`config.mk`:
```
export PLATFORM = sky130hd
export DESIGN_NAME = svtd_top
export DESIGN_NICKNAME = d
export VERILOG_FILES = /design/src/svtd_pkg.sv /design/src/svtd_top.sv
export SDC_FILE = /design/constraint.sdc
export NUM_CORES = 1
export LEC_CHECK = 0
export BUFFER_PORTS_ARGS = -buffer_cell sky130_fd_sc_hd__buf_2
export CAP_MARGIN = 15
export CORE_MARGIN = 4
export CORE_UTILIZATION = 50
export CTS_BUF_LIST = sky130_fd_sc_hd__clkbuf_8
export CTS_CLUSTER_DIAMETER = 150
export CTS_CLUSTER_SIZE = 10
export DETAILED_ROUTE_END_ITERATION = 16
export PLACE_DENSITY_LB_ADDON = 0.15
export SYNTH_ARGS = -nofsm -noshare
export SYNTH_HDL_FRONTEND = slang
export SYNTH_HIERARCHICAL = 1
export SYNTH_SLANG_ARGS = --single-unit
```
`constraint.sdc`:
```
create_clock -name MCLK -period 1.2 [get_ports MCLK]
set_input_delay 0.12 -clock MCLK [delete_from_list [all_inputs] [get_ports MCLK]]
set_output_delay 0.12 -clock MCLK [all_outputs]
set_load 0.02 [all_outputs]
```
`src/svtd_pkg.sv`:
```
// What this block does
// - software picks trip level and crossing direction through the control register
// - supply crossing the level in the chosen direction sets the trip flag
// - an enabled trip flag raises the interrupt request to the processor
// - clearing the enable powers down detection; the mask register and the reference stable signal also gate the interrupt and arming
// - the unused control bit ignores writes and reads as zero
// - direction set: at or above level; cleared: at or below level
//
// constants and the trip evaluation stage of the supply trip detector.
// assumes one clock, asynchronous active-low reset, analog inputs already
// synchronous to the clock.
`timescale 1ns/1ns

// ==========================================================
// package
package svtd_pkg;
    localparam int ADDR_W = 2;
    localparam int DATA_W = 8;
    localparam int LEVEL_W = 4;
    localparam int EVT_W = 2;

    // register offsets
    localparam logic [ADDR_W-1:0] OFS_CONTROL = 2'h0;
    localparam logic [ADDR_W-1:0] OFS_STATUS = 2'h1;
    localparam logic [ADDR_W-1:0] OFS_MASK = 2'h2;

    // control register fields
    localparam int BIT_DIR = 7;
    localparam int BIT_UNUSED = 6;
    localparam int BIT_STABLE = 5;
    localparam int BIT_EN = 4;
    localparam int LEVEL_LSB = 0;
    localparam logic [DATA_W-1:0] CONTROL_RESET = 8'h05;

    // status and mask fields
    localparam int EVT_TRIP = 0;
    localparam int EVT_STABLE = 1;
    localparam logic [EVT_W-1:0] EVT_RESET = 2'h0;
    localparam logic [DATA_W-1:0] READ_ZERO = 8'h00;

    typedef enum logic [2:0] {
        ST_OFF = 3'h1,
        ST_SETTLE = 3'h2,
        ST_ARMED = 3'h4
    } svtd_state_e;
endpackage

// ==========================================================
// trip evaluation
module svtd_trip_eval (
    input wire logic clk,
    input wire logic rst_b,
    input wire logic armed,
    input wire logic dir_rise,
    input wire logic at_or_above,
    input wire logic at_or_below,
    output logic trip_q
);
    // registered so the flag sees a clean one-cycle-old verdict
    always_ff @(posedge clk or negedge rst_b) begin
        if (!rst_b) begin
            trip_q <= 1'b0;
        end else begin
            trip_q <= armed && (dir_rise ? at_or_above : at_or_below);
        end
    end
endmodule

```
`src/svtd_top.sv`:
```
// supply trip detector: control, status, mask registers and interrupt.
// assumes a simple register port with read data one cycle after the strobe
// and an analog front end giving comparator verdicts and a stable signal.
//
// Strobed register access and the register addresses are this design's own decisions.
`timescale 1ns/1ns
module svtd_top (
    input wire logic MCLK,
    input wire logic RST_B,
    input wire logic [svtd_pkg::ADDR_W-1:0] ADDR,
    input wire logic [svtd_pkg::DATA_W-1:0] WDATA,
    input wire logic WR,
    input wire logic RD,
    output logic [svtd_pkg::DATA_W-1:0] RDATA,
    input wire logic SUPPLY_AT_OR_ABOVE,
    input wire logic SUPPLY_AT_OR_BELOW,
    input wire logic REF_STABLE,
    output logic DETECTOR_POWER,
    output logic [svtd_pkg::LEVEL_W-1:0] TRIP_LEVEL,
    output logic IRQ
);
    // ======================================================
    // register decode
    function automatic logic hit(input logic [svtd_pkg::ADDR_W-1:0] a,
                                 input logic [svtd_pkg::ADDR_W-1:0] ofs);
        hit = (a == ofs);
    endfunction

    logic wr_control;
    logic wr_status;
    logic wr_mask;
    assign wr_control = WR && hit(ADDR, svtd_pkg::OFS_CONTROL);
    assign wr_status = WR && hit(ADDR, svtd_pkg::OFS_STATUS);
    assign wr_mask = WR && hit(ADDR, svtd_pkg::OFS_MASK);

    // ======================================================
    // control register
    logic dir_q;
    logic en_q;
    logic [svtd_pkg::LEVEL_W-1:0] level_q;
    localparam logic [svtd_pkg::DATA_W-1:0] RST = svtd_pkg::CONTROL_RESET;

    always_ff @(posedge MCLK or negedge RST_B) begin
        if (!RST_B) begin
            dir_q <= RST[svtd_pkg::BIT_DIR];
            en_q <= RST[svtd_pkg::BIT_EN];
            level_q <= RST[svtd_pkg::LEVEL_LSB +: svtd_pkg::LEVEL_W];
        end else if (wr_control) begin
            // bits 6 and 5 are not stored: unused and read-only
            dir_q <= WDATA[svtd_pkg::BIT_DIR];
            en_q <= WDATA[svtd_pkg::BIT_EN];
            level_q <= WDATA[svtd_pkg::LEVEL_LSB +: svtd_pkg::LEVEL_W];
        end
    end

    assign DETECTOR_POWER = en_q;
    assign TRIP_LEVEL = level_q;

    // ======================================================
    // power and settle sequence
    svtd_pkg::svtd_state_e state_q;
    svtd_pkg::svtd_state_e state_d;
    logic stable_q;

    always_comb begin
        state_d = state_q;
        case (state_q)
            svtd_pkg::ST_OFF: begin
                if (en_q) begin
                    state_d = svtd_pkg::ST_SETTLE;
                end
            end
            svtd_pkg::ST_SETTLE: begin
                if (!en_q) begin
                    state_d = svtd_pkg::ST_OFF;
                end else if (REF_STABLE) begin
                    state_d = svtd_pkg::ST_ARMED;
                end
            end
            svtd_pkg::ST_ARMED: begin
                if (!en_q) begin
                    state_d = svtd_pkg::ST_OFF;
                end
            end
            default: begin
                state_d = svtd_pkg::ST_OFF;
            end
        endcase
    end

    always_ff @(posedge MCLK or negedge RST_B) begin
        if (!RST_B) begin
            state_q <= svtd_pkg::ST_OFF;
        end else begin
            state_q <= state_d;
        end
    end

    // a comparator on a settling reference gives noise, so only trust it
    // once the reference reports stable
    assign stable_q = (state_q == svtd_pkg::ST_ARMED);

    // ======================================================
    // trip evaluation
    logic trip;
    svtd_trip_eval u_eval (
        .clk(MCLK),
        .rst_b(RST_B),
        .armed(stable_q && en_q),
        .dir_rise(dir_q),
        .at_or_above(SUPPLY_AT_OR_ABOVE),
        .at_or_below(SUPPLY_AT_OR_BELOW),
        .trip_q(trip)
    );

    // ======================================================
    // status, mask, interrupt
    logic [svtd_pkg::EVT_W-1:0] evt;
    logic [svtd_pkg::EVT_W-1:0] status_q;
    logic [svtd_pkg::EVT_W-1:0] mask_q;
    logic stable_rise;

    assign stable_rise = (state_q == svtd_pkg::ST_SETTLE) &&
                         (state_d == svtd_pkg::ST_ARMED);
    assign evt[svtd_pkg::EVT_TRIP] = trip;
    assign evt[svtd_pkg::EVT_STABLE] = stable_rise;

    // flag stays set while the condition persists; set beats clear
    genvar gi;
    generate
        for (gi = 0; gi < svtd_pkg::EVT_W; gi++) begin : g_flag
            always_ff @(posedge MCLK or negedge RST_B) begin
                if (!RST_B) begin
                    status_q[gi] <= svtd_pkg::EVT_RESET[gi];
                end else if (evt[gi]) begin
                    status_q[gi] <= 1'b1;
                end else if (wr_status && WDATA[gi]) begin
                    status_q[gi] <= 1'b0;
                end
            end
        end
    endgenerate

    always_ff @(posedge MCLK or negedge RST_B) begin
        if (!RST_B) begin
            mask_q <= svtd_pkg::EVT_RESET;
        end else if (wr_mask) begin
            mask_q <= WDATA[svtd_pkg::EVT_W-1:0];
        end
    end

    assign IRQ = |(status_q & mask_q);

    // ======================================================
    // read port
    logic [svtd_pkg::DATA_W-1:0] control_view;
    logic [svtd_pkg::DATA_W-1:0] rdata_d;

    always_comb begin
        control_view = svtd_pkg::READ_ZERO;
        control_view[svtd_pkg::BIT_DIR] = dir_q;
        control_view[svtd_pkg::BIT_UNUSED] = 1'b0;
        control_view[svtd_pkg::BIT_STABLE] = stable_q;
        control_view[svtd_pkg::BIT_EN] = en_q;
        control_view[svtd_pkg::LEVEL_LSB +: svtd_pkg::LEVEL_W] = level_q;
    end

    always_comb begin
        rdata_d = svtd_pkg::READ_ZERO;
        if (RD) begin
            case (ADDR)
                svtd_pkg::OFS_CONTROL: begin
                    rdata_d = control_view;
                end
                svtd_pkg::OFS_STATUS: begin
                    rdata_d[svtd_pkg::EVT_W-1:0] = status_q;
                end
                svtd_pkg::OFS_MASK: begin
                    rdata_d[svtd_pkg::EVT_W-1:0] = mask_q;
                end
                default: begin
                    rdata_d = svtd_pkg::READ_ZERO;
                end
            endcase
        end
    end

    // data stands for the single cycle after the strobe, zero otherwise
    always_ff @(posedge MCLK or negedge RST_B) begin
        if (!RST_B) begin
            RDATA <= svtd_pkg::READ_ZERO;
        end else begin
            RDATA <= rdata_d;
        end
    end
endmodule

```
==> metrics.md, run 1 <==
| Metric | Value |
|---|---|
| Worst vdd rail ir drop | about 900 uV |
| Ant diodes | 0 |
| CTS tree | done |
| Clk Latency, worst-skew pair | ~250 ps |
| Reg2Reg Depth | 2 |
| Slowest stage delay, CP | approximately 400 ps |
| Final worst path period need | between 1000 and 1500 ps |
| Hold Vio Cnt, Final | 0 |
| Syn Area/Cell | around 13 um^2 |
| Place WS | between 90 and 100 ps |
| Num rows | 15 |
| Syn Nets | between 80 and 90 |
| Die width | around 50 um |
| Top_reg_cell synth | dfrtp_1 |
| Post-synth EDFFs | 0 |
| Hold Slack | between 90 and 100 ps |
| Hold path endpoint | status_q[1] |
| RSZ-0062 raised after global routing | false |
| Full die area | between 0.002 and 0.003 mm^2 |
| Drt total wl | about 1.6 mm |
| Final ANT Viol Nets | 0 |
| Syn. warnings | 6 |
| Grt met3 use | under 10% |
| Met1 global-route usage | between 15 and 20% |
| Final Net Count | 120 |
| Reg-to-Reg Start | state_q[0] |
| Drt wl/cell | 12.6 um |
| Drt via density | 4.79 |
| TNS Setup | 0 ps |
| Initial Util | a little over half |
| Worst Hold Class | in2reg |
| Slowest CP cell | dfrtp_1 |
| Deepest level of the CTS H-tree | 1 |
| # setup viols final | 0 |
| Slack of the worst reg-to-reg path | around 100 ps |
| Floorplan core area | 0.00171 mm^2 |
| CTS sink cnt | 21 |
| Initial antenna violation count | 0 |
| Fmax | 867 MHz |
| Routability cong. | 0.820 |
| Hold depth | 3 |
| Gr ovfl total | 0 |
| First-pass GRT wire length | around 2.8 mm |
| Sequential-to-total area share from yosys stat | 58.8% |
| Fin area | 0.00112 mm^2 |
| Fin. max-slew vios | 0 |
| Max_cap viols | 0 |
| Clock Path Buffers | 2 |
| Root Buffer | clkbuf_8 |
| Synthesized area | 900 um^2 |
| Most used routing layer | met2 |
| Largest net degree at the start of global routing | 22 |
| IO Count | 31 |
| Final period util | between 90% and 100% |
| CP Max Fanout | 3 |
| Reg-to-reg critical path endpoint | state_q[2] |
| Skew final | around 1.7 ps |
| Starting DRT DRC Count | 3 |
| Drt first pass iters | 4 |
| CP cell instances | a22o_1, buf_2 |
| Critical path's top delay family | flip-flops |
| Number of fill cells | about 140 |
| Vias | between 600 and 700 |
| Element type at the critical path start | flip-flop |
| All-Layer GR Usage | between 10% and 20% |
| Status | complete, no violations |
| Port Buf Inserts | 27 |
| Setup Buffers After CTS | 0 |
| DP HPWL | between 1 and 1.5 mm |
| Pwr Density | 1580 mW/mm^2 |
| Residual DRC count | 0 |
| M2 GR Usage | between 20% and 30% |
| Worst path bufs/invs | 1 |
| Placed Area | around 0.0011 mm^2 |
| Yosys cell types | 23 |
| FFs w/ async S/R, synth | 100% |
| Critical path arrival | about 1000 ps |
| Layout area overhead | 25.0% |
| Die Span Y | 50.4 um |
| Element type at the critical path end | primary output |
| Pleak | 0.000585 uW |
| TritonCTS buffer count | 3 |
| Hold path start | REF_STABLE |
| #FFs+latches synth | 21 |
| Vias in the first global route | roughly 660 |
| Crit Path Class | reg2out |
| Worst-path clk slew | 70 ps |
| Fin worst setup slack | roughly 46 ps |
| CP required | roughly 1100 ps |
| Post-Synthesis Cells | between 60 and 70 |
| Proportion of layout cells with a drive suffix above 1 | between 40% and 50% |
## report_power, final
group	internal, uW	switching, uW	leakage [uW]
sequential	845	110	0.000266
clock	227	207	0.0000269
combinational	195	197	0.000292
## state kept, by name, summed over array words and instances, names as in the netlist
| signal | cells |
|---|---|
| RDATA | 7 |
| TRIP_LEVEL | 4 |
| state_q | 3 |
| mask_q | 2 |
| status_q | 2 |
| DETECTOR_POWER | 1 |
| dir_q | 1 |
| u_eval/trip_q | 1 |
## Yosys cell counts (2+ instances only)
| master | number | share of area [%] |
|---|---|---|
| o21ai_0 | 5 | 2.8 |
| nand2_1 | 4 | 1.7 |
| and2_1 | 6 | 4.2 |
| mux2_2 | 8 | 10 |
| nand3b_1 | 3 | 2.5 |
| nor3b_1 | 2 | 1.7 |
| dfstp_2 | 3 | 8.8 |
| nor2_1 | 2 | 0.83 |
| and3_1 | 2 | 1.4 |
| mux2i_1 | 4 | 4.5 |
| dfrtp_1 | 18 | 50 |
## worst max-delay path by stage
stage	start	to	cells after the start	slack, ps
3_3_place_gp	ADDR[1]	RDATA[5]	5	90
6_report	status_q[1]	IRQ	2	50
5_1_grt	status_q[1]	IRQ	2	7
2_1_floorplan	state_q[0]	state_q[2]	2	140
3_5_place_dp	ADDR[1]	RDATA[5]	5	90
4_1_cts	status_q[1]	IRQ	2	40
## cells in the final DEF, fill, tap and decap left out, drive strengths merged, types with 2 or more instances in the layout
cell | synthesis | routed
and2 | 6 | 6
and3 | 2 | 2
buf | 2 | 30
clkbuf | 0 | 3
dfrtp | 18 | 18
dfstp | 3 | 3
mux2 | 8 | 8
mux2i | 4 | 4
nand2 | 4 | 4
nand2b | 2 | 2
nand3b | 3 | 3
nor2 | 3 | 3
nor3b | 2 | 2
o21ai | 5 | 5
## layout make-up
type                    instances  area [um^2]  share of cell area, %
clock buffers                   3         41.3                   3.67
multi-input cells              46          352                   31.3
well taps                      25         31.3                   2.78
repair buffers                 31          168                   14.9
flip-flops and latches         21          529                   47.1
clock inverters                 1         3.75                  0.334
## through the flow
step                utilization (%)  std cells  power (uW)
finish                         65.9        127        1780
global route                   65.9        127        1900
CTS                            65.9        127        1800
detailed placement             62.6        122        1360
global placement               62.6        122        1340
floorplan                         -         69        1220
## worst reg2reg max path: cells and delay by family (launching register included)
family	cells	cell delay [ps]
flip-flops	1	590
AND/OR/NAND/NOR	1	250
AO/OA/AOI/OAI	1	170
## metal layers
layer / vias up / wire [um]
met5: - / 0
met4: 0 / 17
met3: 2 / 122
met2: 19 / 772
met1: 282 / 684
li1: 305 / -
## what timing repair did
| action | CTS | global route |
|---|---|---|
| resized for setup | 0 | 0 |
| endpoints found under the hold margin | 18 | 0 |
| hold buffers | 1 | 0 |
## cell families after synthesis
family	share of synthesized area, %
muxes	14.5
buffers and inverters	2.09
AOI/OAI and AO/OA	5.42
xor gates and xnor gates	0.974
and+or+nand+nor	17.8
other	0.417
DFF	58.8
Note: power is estimated with default switching activity, not from simulation.
==> inputs of run 2 (changes only) <==
SETUP_SLACK_MARGIN = 0.1   (was default)
==> run 2 against run 1 <==
Net effect: fmax is 2.0% higher; sequential power is 0.5% lower; worst hold slack worse by 0.77 ps; sequential share of layout area is 1.5 points lower; critical path depth stayed put; cell count is 2.4% higher; first-iteration DRC count stayed put; register-to-register slack hardly changed; largest cell class unchanged.
==> metrics.md, run 2 (same netlist as run 1, synthesis figures left out) <==
| Metric | Value |
|---|---|
| Status | complete, no violations |
| Residual DRC count | 0 |
| Vias in the first global route | ~670 |
| Reg-to-reg critical path endpoint | state_q[2] |
| Final ANT Viol Nets | 0 |
| Flip-flop count of the largest register after layout | 7 |
| Gr ovfl total | 0 |
| Die width | between 50 and 60 um |
| Worst path bufs/invs | 1 |
| Crit path from | status_q[1] |
| First-pass GRT wire length | between 2 and 3 mm |
| Fin. max-slew vios | 0 |
| Worst-path clk slew | 70 ps |
| Initial antenna violation count | 0 |
| Pleak | approximately 0.00060 uW |
| Die Span Y | 50.4 um |
| Final Net Count | ~120 |
| Hold Vio Cnt, Final | 0 |
| Drt first pass iters | 4 |
| Element type at the critical path start | flip-flop |
| Commonest non-fill, non-tap cell in the layout | buf_2 |
| Commonest non-fill, non-tap cells in the layout | buf_2, dfrtp_1, mux2_2 |
| Final period util | 94.3% |
| CTS tree | done |
| Crit. path cell count | 2 |
| Slowest stage delay, CP | slightly below 400 ps |
| Number of fill cells | about 140 |
| Fmax | approximately 880 MHz |
| Clk Latency, worst-skew pair | about 250 ps |
| Full die area | around 0.0025 mm^2 |
| IO Count | 31 |
| CP endpoint | IRQ |
| Skew final | 4.02 ps |
| Worst vdd rail ir drop | 928 uV |
| CP required | roughly 1100 ps |
| Ant diodes | 0 |
| Clock Path Buffers | 2 |
| Worst Hold Class | in2reg |
| Drt wl/cell | 12.8 um |
| Reg-to-Reg Start | state_q[0] |
| Place WS | around 90 ps |
| DP HPWL | between 1 and 1.5 mm |
| Initial Util | 52.7% |
| Drt total wl | between 1.5 and 2 mm |
| Fin worst setup slack | 68.7 ps |
| Final worst path period need | approximately 1100 ps |
| Routability cong. | 0.820 |
| Slowest CP cell | dfrtp_1 |
| Layout area overhead | 29.1% |
| RSZ-0062 raised after global routing | true |
| Crit Path Class | reg2out |
| TNS Setup | 0 ps |
| Deepest level of the CTS H-tree | 1 |
| Floorplan core area | 0.00171 mm^2 |
| Largest net degree at the start of global routing | 22 |
| Starting DRT DRC Count | 3 |
| Critical path's top delay family | flip-flops |
| All-Layer GR Usage | 15.2% |
| Largest Register | RDATA |
| Proportion of layout cells with a drive suffix above 1 | about half |
| Num rows | 15 |
| TritonCTS buffer count | 3 |
| Max_cap viols | 0 |
| Element type at the critical path end | primary output |
| CTS sink cnt | 21 |
| # setup viols final | 0 |
| Port Buf Inserts | 27 |
| Slack of the worst reg-to-reg path | 110 ps |
| Vias | approximately 640 |
| Drt via density | between 4 and 5 |
| CP Max Fanout | 2 |
| Critical path arrival | ~1000 ps |
| CP cell instances | a22o_1, buf_6 |
| Reg2Reg Depth | 2 |
| Pwr Density | 1610 mW/mm^2 |
| Root Buffer | clkbuf_8 |
[run 2: changes by cell type in the layout (fill, tap and decap cells not counted), sizes merged]
cell | before | now
buf | 30 | 33
[run 2: worst min path at each step]
| stage | start | endpoint | slack, ps | cells after the start |
|---|---|---|---|---|
| finish | REF_STABLE | status_q[1] | 100 | 3 |
| global route | WDATA[3] | TRIP_LEVEL[3] | 90 | 2 |
| CTS | REF_STABLE | state_q[2] | 90 | 2 |
| detailed placement | RST_B | RDATA[3] | 100 | 1 |
| global placement | RST_B | RDATA[3] | 100 | 1 |
| floorplan | RST_B | DETECTOR_POWER | -180 | 0 |
[run 2: timing repair]
action / CTS / global route
setup endpoints to repair: 1 / 4
cloned: 0 / 0
buffers inserted: 1 / 2
hold buffers: 1 / 0
endpoints found under the hold margin: 18 / 0
gates resized for setup: 2 / 2
[run 2: layout make-up]
cell class	instances	area, um^2	area share (%)
sequential	21	529	45.6
clock inverter	1	3.75	0.323
timing repair buffer	34	199	17.1
clock buffer	3	41.3	3.56
tap	25	31.3	2.69
multi-input combinational	46	357	30.7
[run 2: worst min-delay path: cells and delay by family]
family | cells | cell delay, ps
buffers and inverters | 1 | 100
AND/OR/NAND/NOR | 2 | 100
[run 2: report_power, final]
group | switching (uW) | internal, uW
sequential | 105 | 845
clock | 206 | 227
combinational | 225 | 263
total | 535 | 1330
[run 2: metal layers]
metal | GRT usage, % | up-vias | routed length [um]
met5 | 0 | - | 0
met4 | 8.07 | 0 | 17
met3 | 3.86 | 2 | 121
met2 | 25.4 | 19 | 829
met1 | 17.8 | 307 | 693
li1 | - | 309 | -
[run 2: stage by stage]
step / total power, uW / hold WS (ps) / std cells / instance area, um^2 / utilization, %
floorplan: 1220 / -176 / 69 / 900 / -
global placement: 1340 / 95.7 / 122 / 1070 / 62.6
detailed placement: 1360 / 98.2 / 122 / 1070 / 62.6
CTS: 1830 / 90.2 / 128 / 1140 / 66.7
global route: 1990 / 87.2 / 130 / 1160 / 68.0
finish: 1870 / 95.1 / 130 / 1160 / 68.0
